--- src/hdl/cod_defs.svh ---
// timing, length and field constants of the opcode decoder
`ifndef COD_DEFS_SVH
`define COD_DEFS_SVH

// ************************************************************
// opcode fields
// ************************************************************
`define COD_HI_MSB        7
`define COD_HI_LSB        4
`define COD_LO_MSB        3
`define COD_LO_LSB        0
`define COD_BITN_MSB      3
`define COD_BITN_LSB      1
`define COD_HI_BIT_TEST   4'h0
`define COD_HI_BIT_SETCLR 4'h1
`define COD_HI_BRANCH     4'h2
`define COD_HI_IMM        4'hA
`define COD_HI_DIR        4'hB
`define COD_HI_EXT        4'hC
`define COD_HI_IX2        4'hD
`define COD_HI_IX1        4'hE
`define COD_HI_IX         4'hF
`define COD_OPC_MUL       8'h42
`define COD_OPC_BSR       8'hAD
`define COD_LO_STORE_A    4'h7
`define COD_LO_STORE_X    4'hF
`define COD_LO_JUMP       4'hC
`define COD_LO_JSUB       4'hD
`define COD_PAGE0_HIGH    8'h00

// ************************************************************
// instruction lengths in bytes
// ************************************************************
`define COD_LEN_IMM       2'd2
`define COD_LEN_DIR       2'd2
`define COD_LEN_EXT       2'd3
`define COD_LEN_IX        2'd1
`define COD_LEN_IX1       2'd2
`define COD_LEN_IX2       2'd3
`define COD_LEN_BRANCH    2'd2
`define COD_LEN_BIT_TEST  2'd3
`define COD_LEN_BIT_SET   2'd2
`define COD_LEN_MUL       2'd1

// ************************************************************
// execution times in cycles
// ************************************************************
`define COD_CYC_IMM       4'd2
`define COD_CYC_DIR       4'd3
`define COD_CYC_EXT       4'd4
`define COD_CYC_IX        4'd3
`define COD_CYC_IX1       4'd4
`define COD_CYC_IX2       4'd5
`define COD_CYC_STORE_ADD 4'd1
`define COD_CYC_JUMP_LESS 4'd1
`define COD_CYC_JSUB_ADD  4'd2
`define COD_CYC_BRANCH    4'd3
`define COD_CYC_BSR       4'd6
`define COD_CYC_BIT       4'd5
`define COD_CYC_MUL       4'd11

`endif

--- src/hdl/cod_pkg.sv ---
// types shared by the opcode decoder
package cod_pkg;

	// ************************************************************
	// operations; codes 0..15 match the register/memory low nibble
	// ************************************************************
	typedef enum logic [4:0] {
		OP_SUBTRACT              = 5'h00,
		OP_COMPARE_ACCUMULATOR   = 5'h01,
		OP_SUBTRACT_WITH_BORROW  = 5'h02,
		OP_COMPARE_INDEX         = 5'h03,
		OP_AND_ACCUMULATOR       = 5'h04,
		OP_BIT_TEST              = 5'h05,
		OP_LOAD_ACCUMULATOR      = 5'h06,
		OP_STORE_ACCUMULATOR     = 5'h07,
		OP_XOR_INTO_ACCUMULATOR  = 5'h08,
		OP_ADD_WITH_CARRY        = 5'h09,
		OP_OR_INTO_ACCUMULATOR   = 5'h0A,
		OP_ADD                   = 5'h0B,
		OP_JUMP_UNCONDITIONAL    = 5'h0C,
		OP_JUMP_SUBROUTINE       = 5'h0D,
		OP_LOAD_INDEX            = 5'h0E,
		OP_STORE_INDEX           = 5'h0F,
		OP_BRANCH                = 5'h10,
		OP_BRANCH_SUBROUTINE     = 5'h11,
		OP_TEST_BIT_BRANCH_SET   = 5'h12,
		OP_TEST_BIT_BRANCH_CLEAR = 5'h13,
		OP_SET_BIT_N             = 5'h14,
		OP_CLEAR_BIT_N           = 5'h15,
		OP_UNSIGNED_MULTIPLY     = 5'h16,
		OP_NONE                  = 5'h17
	} cod_op_t;

	typedef enum logic [3:0] {
		MODE_INH = 4'h0,
		MODE_IMM = 4'h1,
		MODE_DIR = 4'h2,
		MODE_EXT = 4'h3,
		MODE_IX  = 4'h4,
		MODE_IX1 = 4'h5,
		MODE_IX2 = 4'h6,
		MODE_REL = 4'h7,
		MODE_BSC = 4'h8,
		MODE_BTB = 4'h9
	} cod_mode_t;

	typedef enum logic [0:0] {
		MUL_IDLE = 1'b0,
		MUL_BUSY = 1'b1
	} cod_mul_state_t;

	typedef struct packed {
		logic h;
		logic i;
		logic n;
		logic z;
		logic c;
	} cod_ccr_t;

	typedef struct packed {
		logic      valid;
		logic      illegal;
		cod_op_t   op;
		cod_mode_t mode;
		logic [1:0] len;
		logic [3:0] cycles;
		logic [2:0] bit_num;
		logic      writes_acc;
		logic      writes_idx;
	} cod_dec_t;

endpackage : cod_pkg

--- src/hdl/cod_branch_cond.sv ---
// branch condition evaluator for the relative branch column
`timescale 1ns/100ps
`default_nettype none
`include "cod_defs.svh"

module cod_branch_cond
	import cod_pkg::*;
(
	// ************************************************************
	// condition select and inputs
	// ************************************************************
	input  wire logic [3:0] cond,
	input  wire cod_ccr_t   ccr,
	input  wire logic       irq_level,
	// ************************************************************
	// result
	// ************************************************************
	output logic            taken
);

	always_comb begin
		unique case (cond)
			4'h0: taken = 1'b1;
			4'h1: taken = 1'b0;
			4'h2: taken = ~(ccr.c | ccr.z);
			4'h3: taken = ccr.c | ccr.z;
			4'h4: taken = ~ccr.c;
			4'h5: taken = ccr.c;
			4'h6: taken = ~ccr.z;
			4'h7: taken = ccr.z;
			4'h8: taken = ~ccr.h;
			4'h9: taken = ccr.h;
			4'hA: taken = ~ccr.n;
			4'hB: taken = ccr.n;
			4'hC: taken = ~ccr.i;
			4'hD: taken = ccr.i;
			4'hE: taken = ~irq_level;
			4'hF: taken = irq_level;
		endcase
	end

endmodule : cod_branch_cond
`default_nettype wire

--- src/hdl/cod_decoder.sv ---
// opcode decoder with branch resolution and multiply sequencer
//
// How it works
// - add-with-carry from A9..F9, six modes
// - subtract-with-borrow A2..F2, standard arithmetic timing
// - xor-into-accumulator A8..F8, lengths per mode
// - accumulator compare sets flags, no writeback
// - index compare A3..F3, 2-5 cycles
// - bit test ANDs for flags only
// - opcode 23 taken when carry or zero
// - opcodes 24 and 25 each serve two names
// - opcodes 28/29 test half-carry
// - opcodes 2C/2D test interrupt mask
// - opcodes 2E/2F test interrupt pin level
// - all 2x branches: two bytes, 3 cycles
// - test-bit-branch-if-set: 3 bytes, 5 cycles
// - test-bit-branch-if-clear: 3 bytes, 5 cycles
// - set/clear bit: 2 bytes direct, 5 cycles
// - tested bit is copied into carry
// - bit operations only in page zero
// - multiply: 16-bit product, 11 cycles
`timescale 1ns/100ps
`default_nettype none
`include "cod_defs.svh"

module cod_decoder
	import cod_pkg::*;
(
	// ************************************************************
	// clock and reset
	// ************************************************************
	input  wire logic        clk,
	input  wire logic        rst_n,
	// ************************************************************
	// opcode fetch from program memory
	// ************************************************************
	input  wire logic        op_valid,
	input  wire logic [7:0]  opcode,
	// ************************************************************
	// condition sources
	// ************************************************************
	input  wire cod_ccr_t    ccr,
	input  wire logic        irq_level,
	input  wire logic        tested_bit,
	input  wire logic [15:0] bit_addr,
	// ************************************************************
	// multiply operands
	// ************************************************************
	input  wire logic        mul_start,
	input  wire logic [7:0]  acc_in,
	input  wire logic [7:0]  idx_in,
	// ************************************************************
	// decode results
	// ************************************************************
	output cod_dec_t         dec,
	output logic             branch_taken,
	output logic             carry_load,
	output logic             carry_value,
	output logic             bit_addr_ok,
	// ************************************************************
	// multiply results
	// ************************************************************
	output logic             mul_busy,
	output logic             mul_done,
	output logic [7:0]       mul_acc,
	output logic [7:0]       mul_idx
);

	// ************************************************************
	// helpers
	// ************************************************************
	function automatic logic [3:0] rm_cycles(input cod_mode_t m, input logic [3:0] lo);
		logic [3:0] base;
		base = `COD_CYC_IMM;
		unique case (m)
			MODE_DIR: base = `COD_CYC_DIR;
			MODE_EXT: base = `COD_CYC_EXT;
			MODE_IX:  base = `COD_CYC_IX;
			MODE_IX1: base = `COD_CYC_IX1;
			MODE_IX2: base = `COD_CYC_IX2;
			default:  base = `COD_CYC_IMM;
		endcase
		// stores write back one cycle later; jumps skip the operand read
		if (lo == `COD_LO_STORE_A || lo == `COD_LO_STORE_X)
			return base + `COD_CYC_STORE_ADD;
		else if (lo == `COD_LO_JUMP)
			return base - `COD_CYC_JUMP_LESS;
		else if (lo == `COD_LO_JSUB)
			return base + `COD_CYC_JSUB_ADD;
		return base;
	endfunction : rm_cycles

	function automatic logic acc_written(input cod_op_t o);
		unique case (o)
			OP_SUBTRACT, OP_SUBTRACT_WITH_BORROW, OP_AND_ACCUMULATOR,
			OP_LOAD_ACCUMULATOR, OP_XOR_INTO_ACCUMULATOR, OP_ADD_WITH_CARRY,
			OP_OR_INTO_ACCUMULATOR, OP_ADD, OP_UNSIGNED_MULTIPLY: return 1'b1;
			default: return 1'b0;
		endcase
	endfunction : acc_written

	// ************************************************************
	// decode
	// ************************************************************
	logic [3:0] hi;
	logic [3:0] lo;
	logic       cond_taken;
	cod_dec_t   next_dec;
	logic       next_branch_taken;
	logic       next_carry_load;
	logic       next_carry_value;
	logic       next_bit_addr_ok;

	assign hi = opcode[`COD_HI_MSB:`COD_HI_LSB];
	assign lo = opcode[`COD_LO_MSB:`COD_LO_LSB];

	cod_branch_cond u_cond (
		.cond      (lo),
		.ccr       (ccr),
		.irq_level (irq_level),
		.taken     (cond_taken)
	);

	always_comb begin
		next_dec            = '0;
		next_dec.op         = OP_NONE;
		next_dec.mode       = MODE_INH;
		next_dec.valid      = op_valid;
		next_branch_taken   = 1'b0;
		next_carry_load     = 1'b0;
		next_carry_value    = 1'b0;
		next_bit_addr_ok    = 1'b0;
		next_dec.bit_num    = opcode[`COD_BITN_MSB:`COD_BITN_LSB];
		if (op_valid) begin
			unique case (hi)
				`COD_HI_BIT_TEST: begin
					next_dec.op      = opcode[0] ? OP_TEST_BIT_BRANCH_CLEAR :
					                               OP_TEST_BIT_BRANCH_SET;
					next_dec.mode    = MODE_BTB;
					next_dec.len     = `COD_LEN_BIT_TEST;
					next_dec.cycles  = `COD_CYC_BIT;
					next_branch_taken = tested_bit ^ opcode[0];
					next_carry_load  = 1'b1;
					next_carry_value = tested_bit;
					next_bit_addr_ok = (bit_addr[15:8] == `COD_PAGE0_HIGH);
				end
				`COD_HI_BIT_SETCLR: begin
					next_dec.op      = opcode[0] ? OP_CLEAR_BIT_N : OP_SET_BIT_N;
					next_dec.mode    = MODE_BSC;
					next_dec.len     = `COD_LEN_BIT_SET;
					next_dec.cycles  = `COD_CYC_BIT;
					next_bit_addr_ok = (bit_addr[15:8] == `COD_PAGE0_HIGH);
				end
				`COD_HI_BRANCH: begin
					next_dec.op       = OP_BRANCH;
					next_dec.mode     = MODE_REL;
					next_dec.len      = `COD_LEN_BRANCH;
					next_dec.cycles   = `COD_CYC_BRANCH;
					next_branch_taken = cond_taken;
				end
				`COD_HI_IMM, `COD_HI_DIR, `COD_HI_EXT,
				`COD_HI_IX2, `COD_HI_IX1, `COD_HI_IX: begin
					unique case (hi)
						`COD_HI_IMM: begin
							next_dec.mode = MODE_IMM;
							next_dec.len  = `COD_LEN_IMM;
						end
						`COD_HI_DIR: begin
							next_dec.mode = MODE_DIR;
							next_dec.len  = `COD_LEN_DIR;
						end
						`COD_HI_EXT: begin
							next_dec.mode = MODE_EXT;
							next_dec.len  = `COD_LEN_EXT;
						end
						`COD_HI_IX2: begin
							next_dec.mode = MODE_IX2;
							next_dec.len  = `COD_LEN_IX2;
						end
						`COD_HI_IX1: begin
							next_dec.mode = MODE_IX1;
							next_dec.len  = `COD_LEN_IX1;
						end
						default: begin
							next_dec.mode = MODE_IX;
							next_dec.len  = `COD_LEN_IX;
						end
					endcase
					next_dec.op     = cod_op_t'({1'b0, lo});
					next_dec.cycles = rm_cycles(next_dec.mode, lo);
					if (opcode == `COD_OPC_BSR) begin
						next_dec.op       = OP_BRANCH_SUBROUTINE;
						next_dec.mode     = MODE_REL;
						next_dec.len      = `COD_LEN_BRANCH;
						next_dec.cycles   = `COD_CYC_BSR;
						next_branch_taken = 1'b1;
					end else if (hi == `COD_HI_IMM && (lo == `COD_LO_STORE_A ||
					             lo == `COD_LO_STORE_X || lo == `COD_LO_JUMP)) begin
						next_dec.op      = OP_NONE;
						next_dec.illegal = 1'b1;
						next_dec.len     = '0;
						next_dec.cycles  = '0;
					end
				end
				default: begin
					// read/modify/write and control groups are flagged illegal, except the multiply opcode
					if (opcode == `COD_OPC_MUL) begin
						next_dec.op     = OP_UNSIGNED_MULTIPLY;
						next_dec.len    = `COD_LEN_MUL;
						next_dec.cycles = `COD_CYC_MUL;
					end else begin
						next_dec.illegal = 1'b1;
					end
				end
			endcase
			next_dec.writes_acc = acc_written(next_dec.op);
			next_dec.writes_idx = (next_dec.op == OP_LOAD_INDEX) ||
			                      (next_dec.op == OP_UNSIGNED_MULTIPLY);
		end
	end

	always_ff @(posedge clk or negedge rst_n) begin
		if (!rst_n) begin
			dec          <= '0;
			branch_taken <= 1'b0;
			carry_load   <= 1'b0;
			carry_value  <= 1'b0;
			bit_addr_ok  <= 1'b0;
		end else begin
			dec          <= next_dec;
			branch_taken <= next_branch_taken;
			carry_load   <= next_carry_load;
			carry_value  <= next_carry_value;
			bit_addr_ok  <= next_bit_addr_ok;
		end
	end

	// ************************************************************
	// multiply sequencer
	// ************************************************************
	cod_mul_state_t mul_state;
	cod_mul_state_t next_mul_state;
	logic [3:0]     mul_cnt;
	logic [3:0]     next_mul_cnt;
	logic [15:0]    product;
	logic [7:0]     next_mul_acc;
	logic [7:0]     next_mul_idx;

	assign product  = {8'h00, idx_in} * {8'h00, acc_in};
	assign mul_busy = (mul_state == MUL_BUSY);
	assign mul_done = mul_busy && (mul_cnt == `COD_CYC_MUL);

	always_comb begin
		next_mul_state = mul_state;
		next_mul_cnt   = mul_cnt;
		next_mul_acc   = mul_acc;
		next_mul_idx   = mul_idx;
		unique case (mul_state)
			MUL_IDLE: begin
				if (mul_start) begin
					// operands are caught at start, so they may change while busy
					next_mul_state = MUL_BUSY;
					next_mul_cnt   = 4'h1;
					next_mul_idx   = product[15:8];
					next_mul_acc   = product[7:0];
				end
			end
			MUL_BUSY: begin
				if (mul_cnt == `COD_CYC_MUL)
					next_mul_state = MUL_IDLE;
				else
					next_mul_cnt = mul_cnt + 4'h1;
			end
		endcase
	end

	always_ff @(posedge clk or negedge rst_n) begin
		if (!rst_n) begin
			mul_state <= MUL_IDLE;
			mul_cnt   <= 4'h0;
			mul_acc   <= 8'h00;
			mul_idx   <= 8'h00;
		end else begin
			mul_state <= next_mul_state;
			mul_cnt   <= next_mul_cnt;
			mul_acc   <= next_mul_acc;
			mul_idx   <= next_mul_idx;
		end
	end

	// ************************************************************
	// checks
	// ************************************************************
	a_adc_imm_time: assert property (
		@(posedge clk) disable iff (!rst_n)
		op_valid && opcode == 8'hA9 |=> dec.op == OP_ADD_WITH_CARRY && dec.cycles == 4'd2
		&& dec.len == 2'd2)
		else $error("adc immediate decode wrong");
	a_adc_ix2_time: assert property (
		@(posedge clk) disable iff (!rst_n)
		op_valid && opcode == 8'hD9 |=> dec.mode == MODE_IX2 && dec.cycles == 4'd5)
		else $error("adc 16-bit indexed timing wrong");
	a_sbc_dir_time: assert property (
		@(posedge clk) disable iff (!rst_n)
		op_valid && opcode == 8'hB2 |=> dec.op == OP_SUBTRACT_WITH_BORROW
		&& dec.cycles == 4'd3 && dec.writes_acc)
		else $error("sbc direct decode wrong");
	a_xor_ix_len: assert property (
		@(posedge clk) disable iff (!rst_n)
		op_valid && opcode == 8'hF8 |=> dec.op == OP_XOR_INTO_ACCUMULATOR && dec.len == 2'd1)
		else $error("xor indexed length wrong");
	a_compare_no_wb: assert property (
		@(posedge clk) disable iff (!rst_n)
		dec.valid && (dec.op == OP_COMPARE_ACCUMULATOR || dec.op == OP_BIT_TEST)
		|-> !dec.writes_acc && !dec.writes_idx)
		else $error("compare or bit test writes a register");
	a_cpx_ix1_time: assert property (
		@(posedge clk) disable iff (!rst_n)
		op_valid && opcode == 8'hE3 |=> dec.op == OP_COMPARE_INDEX && dec.cycles == 4'd4)
		else $error("index compare 8-bit offset timing wrong");
	a_branch_shape: assert property (
		@(posedge clk) disable iff (!rst_n)
		op_valid && opcode[7:4] == 4'h2 |=> dec.len == 2'd2 && dec.cycles == 4'd3)
		else $error("relative branch size or time wrong");
	a_lower_same_cond: assert property (
		@(posedge clk) disable iff (!rst_n)
		op_valid && opcode == 8'h23 |=> branch_taken == ($past(ccr.c) | $past(ccr.z)))
		else $error("lower-or-same condition wrong");
	a_irq_low_cond: assert property (
		@(posedge clk) disable iff (!rst_n)
		op_valid && opcode == 8'h2E |=> branch_taken == !$past(irq_level))
		else $error("irq line low branch wrong");
	a_tested_carry: assert property (
		@(posedge clk) disable iff (!rst_n)
		op_valid && opcode[7:4] == 4'h0 |=> carry_load && carry_value == $past(tested_bit)
		&& dec.cycles == 4'd5 && dec.len == 2'd3)
		else $error("tested bit not copied to carry");
	a_bit_page0: assert property (
		@(posedge clk) disable iff (!rst_n)
		bit_addr_ok |-> (dec.mode == MODE_BSC || dec.mode == MODE_BTB)
		&& $past(bit_addr[15:8]) == 8'h00)
		else $error("bit operation outside page zero accepted");
	a_no_imm_store: assert property (
		@(posedge clk) disable iff (!rst_n)
		op_valid && (opcode == 8'hA7 || opcode == 8'hAC) |=> dec.illegal && dec.op == OP_NONE)
		else $error("immediate store or jump decoded");
	a_mul_eleven: assert property (
		@(posedge clk) disable iff (!rst_n)
		mul_start && !mul_busy |=> (mul_busy && !mul_done)[*5] ##1
		(mul_busy && !mul_done)[*5] ##1 mul_done)
		else $error("multiply not done in 11 cycles");

endmodule : cod_decoder
`default_nettype wire

--- config.mk ---
export PLATFORM = sky130hd
export DESIGN_NAME = cod_decoder
export DESIGN_NICKNAME = d
export VERILOG_FILES = /design/src/hdl/cod_pkg.sv /design/src/hdl/cod_branch_cond.sv /design/src/hdl/cod_decoder.sv
export VERILOG_INCLUDE_DIRS = /design/src /design/src/hdl
export SDC_FILE = /design/constraint.sdc
export NUM_CORES = 1
export LEC_CHECK = 0
export BUFFER_PORTS_ARGS = -buffer_cell sky130_fd_sc_hd__buf_2
export CAP_MARGIN = 20
export CORE_ASPECT_RATIO = 1.25
export CORE_MARGIN = 3
export CORE_UTILIZATION = 56
export CTS_CLUSTER_SIZE = 40
export DETAILED_ROUTE_END_ITERATION = 8
export HOLD_SLACK_MARGIN = 0.1
export PLACE_DENSITY = 0.89
export SYNTH_ARGS = -nofsm -noshare
export SYNTH_HDL_FRONTEND = slang
export SYNTH_HIERARCHICAL = 1
export SYNTH_SLANG_ARGS = --single-unit
export TNS_END_PERCENT = 30
--- constraint.sdc ---
create_clock -name clk -period 1.83 [get_ports clk]
set_clock_uncertainty 0.2 [all_clocks]
set_input_delay 0.0915 -clock clk [delete_from_list [all_inputs] [get_ports clk]]
set_output_delay 0.0915 -clock clk [all_outputs]
set_load 0.05 [all_outputs]
# Word-level counts from Yosys, hierarchy flattened
# Memories as Yosys holds them, arrays and structs flattened.
# Index checks and enable logic that the tools add are counted.
# word_totals
memories,1
romBits,32
mem_bits_rw,0
latch_bits,0
wordCells,132
output_inout_bits,44
ff_bits,47
in_bits,51
# op_classes
muxes,49
shifts,0
eq_ne,35
addsub,4
magnitude_cmp,0
div_mod_pow,0
multipliers,1
n_reduce_logical,15
bitwise_logic,10
# mem_list
memory,words,word_bits,read_ports,rd_ports_with_merged_regs,wr,line_no,rtl
(name not given),32,1,1,0,0,cod_decoder.sv:94,unique case (o)
# ops
op,n
$eq A4 B4 Y1 const B,15
$mux W4,9
$mux W6,5
$eq A4 B3 Y1 const B,7
$pmux W5 S5,1
$pmux W6 S4,1
$eq A4 B2 Y1 const B,5
$mux W1,20
$pmux W5 S4,1
$mul A8 B8 Y16,1
$mux W16,1
$pmux W1 S16,1
$pmux W4 S4,1
$mux W5,3
$pmux W3 S3,1
$add A4 B1 Y4 const B,2
$eq A4 B1 Y1 const B,2
$eq A8 B7 Y1 const B,1
$eq A8 B8 Y1 const B,1
$logic_not A4 Y1,2
$logic_not A8 Y1,1
$not A1 Y1,8
$pmux W4 S2,1
$reduce_or A2 Y1,3
15 further kinds,21

# Depth between registers and ports, before layout
# logic_depth
word_depth,18
depth_mapped,16
mapped_depth_nobuf,15

# Hierarchy
# The synthesis kept the hierarchy.
# modules_own_cells
mod,n_inst,seq_area_each_um2,area_per_inst_um2,cells_per_inst
cod_decoder,1,1176.1,4345.4,482
cod_branch_cond,1,0.0,141.4,17

# Worst setup path before layout
# OpenSTA, ideal clock, no wires.
# synth_path
kind,in2reg
from,in idx_in[2]
to,reg mul_idx[7]
path_slack_ns,-2.249
required_ns,1.504
setup_ns,0.126
path_stages,16
arrival_time_ns,3.753
n_path_buf,1
cell_sequence,and2_1 fa_1 inv_1 fa_1 inv_1 fa_1 inv_1 fa_1 inv_1 ha_1 clkbuf_1 nor3_1 nor2_1 o21a_1 o2111a_1 a221o_1
# synth_via
elab_chain_len,1
# synth_rtl
element,line_no,rtl
from (decl),cod_decoder.sv:51,"input wire logic [7:0] idx_in,"
$mul A8 B8 Y16,cod_decoder.sv:249,"assign product = {8'h00, idx_in} * {8'h00, acc_in};"
to (signal assigned),cod_decoder.sv:287,mul_idx <= next_mul_idx;
to (decl),cod_decoder.sv:66,output logic [7:0] mul_idx
# No other way between the ends.
# A chain may end at the register's enable or synchronous reset.

# Final worst setup path
# layout_path
from,in idx_in[5]
to,reg mul_idx[3]
# The elaborated chain is that of the path after synthesis.

==> impl_metrics.csv <==
group,metric,value,unit
synth,synth_enable_flop_cells,0,
synth,syn_area_per_cell,8.99,um2
clock_network,cts_tree,"done",
global_routing,grt_pass1_vias,4700,
global_routing,grtUsageTotal,0.302,
global_routing,grtUsageMet3,0.0481,
place,io_buffers,86,
clock_network,root_buffer,"clkbuf_8",
synth,synth.top_cell.area_share,0.262,
layout,syn_to_final_growth,41.7,%
die,ioPinCount,95,
clock_network,clk_pin_slew,0.11,ns
pwr,cellPowerDensity,1210,mW/mm2
synth,synthAdderAreaFrac,0.266,
setup_path,crit_path_end_kind,"flip-flop",
route,drcViolationCount,0,
timing,fmax,0.260,GHz
hold_path,hold_path_class,"primary input to flip-flop",
status,violations,"setup timing",
layout,layout_commonest_cell,"buf_2",
timing,slew_viol_final,0,
layout,fill_cells,352,
timing,final.setup.worst_slack,-2.01,ns
place,dp.cells,732,
die,floorplan.initialDensity,0.592,
setup_path,crit_type,"primary input to flip-flop",
timing,finalCritPeriodShare,2.10,
synth,syn_inst,499,
route,wire_per_inst,21.2,um
synth,synth_top_family_by_area,"adder cells",
synth,synth_area,0.00449,mm2
clock_network,clk_latency,0.31,ns
synth,syn-num-nets,623,
pwr,ir_drop,0.00115,V
setup_path,cp_data_arrival_time,3.85,ns
clock_network,clock_sinks,47,
layout,drive_gt1_frac,0.372,
timing,rsz0062_at_grt,"yes",
global_routing,grt_antenna_before_repair,0,
synth,synth_seq_cells,47,
route,via_count,4780,
timing,tightest_slew,0.846,ns
global_routing,gr-max-usage-layer,"met2",
synth,synth_compound_area_frac,0.147,
die,core_area,0.00758,mm2
setup_path,cp-start-kind,"primary input",
synth,muxShareOfSynthArea,0.0201,
place,gp_congestion,0.949,
die,row_count,35,
global_routing,grt_pass1_wl,22000,um
synth,synth_warnings,6,
die,die_area,0.00913,mm2
synth,synth_xor_area_frac,0.0156,
place,dp_slack,-2.29,ns
timing,slew_headroom,0.436,
route,wl,16300,um
synth,async_reset_ff_frac,1.00,
synth,yosys.area.top_type,"dfrtp_1",
timing,hold_viol,0,
layout,n_antenna_cell,0,
setup_path,cp_max_fo,4,
route,ant_nets,0,
global_routing,gr-total-overflow,0,
global_routing,use_met2,0.545,
synth,ys.flop_type,"dfrtp_1",
clock_network,cts_buffers,5,
status,status,"finished, violations left",
die,die_y,106,um
global_routing,grt_start_max_net_pins,27,
route,first_iter_violations,463,
clock_network,clock_path_buffers,2,
timing,setup_viol,13,
synth,ys_seq_area_frac,0.262,
place,hpwlAfterDp,9670,um
layout,final_cells,770,
setup_path,crit_required,1.84,ns
layout,nets,801,
synth,post_synth_num_cell_types,66,
pwr,power.leakage,0.00324,uW
flow_run,drv_cap,0,
die,dieWidth,86.1,um
clock_network,htreeDepth,2,
route,via_per_inst,6.21,
layout,final_cell_mix,"buf_2 (74), buf_4 (66), inv_1 (52), nand2_1 (51), dfrtp_1 (47)",
synth,synth_area_leaders,"dfrtp_1 (26%), fa_1 (16%), ha_1 (10%)",
global_routing,grt_use_met1,0.342,
timing,period_needed,3.84,ns
synth,synthSimpleGateAreaFrac,0.219,
route,firstDrtPassIters,6,
pwr,power.total,7670,uW
[sequential cells by signal, summed over array words and instances, names as in the netlist]
name,cells
carry_value,1
mul_busy,1
bit_addr_ok,1
mul_cnt,4
mul_idx,8
mul_acc,8
branch_taken,1
dec,22
carry_load,1
[area by class of cell]
type                            count  area (um2)  share of cell area
Tap cell                           92         115              0.0181
Inverter                           68         255              0.0401
Clock inverter                      3        47.5             0.00748
Multi-Input combinational cell    368        3300               0.518
Clock buffer                        5        68.8              0.0108
Sequential cell                    47        1180               0.185
Timing Repair Buffer              187        1400               0.220
[cells in the mapped netlist (all sizes together), types with 2 or more instances]
master	number
o21a	8
inv	67
a221oi	2
o31ai	3
fa	36
or3b	2
buf	2
a221o	3
or2	4
a22oi	2
ha	37
dfrtp	47
a21oi	20
nor3	13
nand3b	3
a31oi	2
o21bai	2
nor4bb	2
a21o	5
o21ai	21
nand3	4
nor4	3
nand4	3
nand2b	9
nand2	55
o22ai	2
nor2	21
o211ai	4
o2111a	2
clkbuf	14
mux2i	9
xnor2	2
a211oi	3
nor2b	4
and2	52
xor2	6
[through the flow]
step	hold slack [ns]	instance area, um2	utilization	setup TNS, ns
5_1_grt	0.161	6360	0.839	-21.25
2_1_floorplan	-0.404	4550	-	-19.72
3_3_place_gp	-0.114	5570	0.735	-24.28
4_1_cts	0.105	6100	0.806	-19.06
6_report	0.108	6360	0.839	-20.51
3_5_place_dp	-0.106	5570	0.735	-25.24
[worst paths after layout]
| kind | cells after the start | slack, ns | to | from |
|---|---|---|---|---|
| setup / recovery | 16 | -2.01 | mul_idx[3] | idx_in[5] |
| hold / removal | 4 | 0.11 | dec[18] | opcode[3] |
| setup reg to reg | 5 | 0.08 | mul_acc[0] | mul_busy |
| hold reg to reg | 2 | 0.29 | mul_acc[3] | mul_acc[3] |
| max in group asynchronous | 3 | 0.50 | dec[19] | rst_n |
| min in group asynchronous | 3 | 0.40 | mul_cnt[1] | rst_n |
[layer usage]
metal,vias up,part of all wire,wire [um]
li1,2044,-,-
met1,2234,0.34,5480
met2,380,0.51,8340
met3,122,0.089,1460
met4,0,0.064,1050
met5,-,0,0
[worst max-delay path, stage by stage]
cell and delay, ns:
buf_8 0.10, and2_4 0.15, fa_1 0.54, inv_1 0.05, fa_1 0.48, inv_1 0.06
fa_1 0.51, inv_2 0.05, fa_2 0.53, inv_2 0.05, ha_4 0.28, o211ai_1 0.11
a21oi_2 0.19, nor2_1 0.11, o2111a_1 0.25, a221o_1 0.27
[where the power goes]
part           internal (uW)  switching [uW]  leakage, uW
logic                   2240            3120      0.00259
clock network            415             398    0.0000587
registers               1290             210     0.000591
[kinds of logic after synthesis]
group,count (synthesis)
and+or+nand+nor,183
buffers and inverters,84
DFF,47
xor gates and xnor gates,8
adders and majority gates,74
AOI/OAI and AO/OA,94
muxes,9
[what timing repair did]
| item | CTS | global route |
|---|---|---|
| cloned | 0 | 0 |
| hold endpoints to repair | 75 | 0 |
| setup endpoints to repair | 13 | 38 |
| pin swaps | 21 | 50 |
| gates resized for setup | 52 | 66 |
| hold buffers | 23 | 0 |
| setup buffers | 0 | 8 |
No activity file was read; power rests on OpenSTA's default activity.
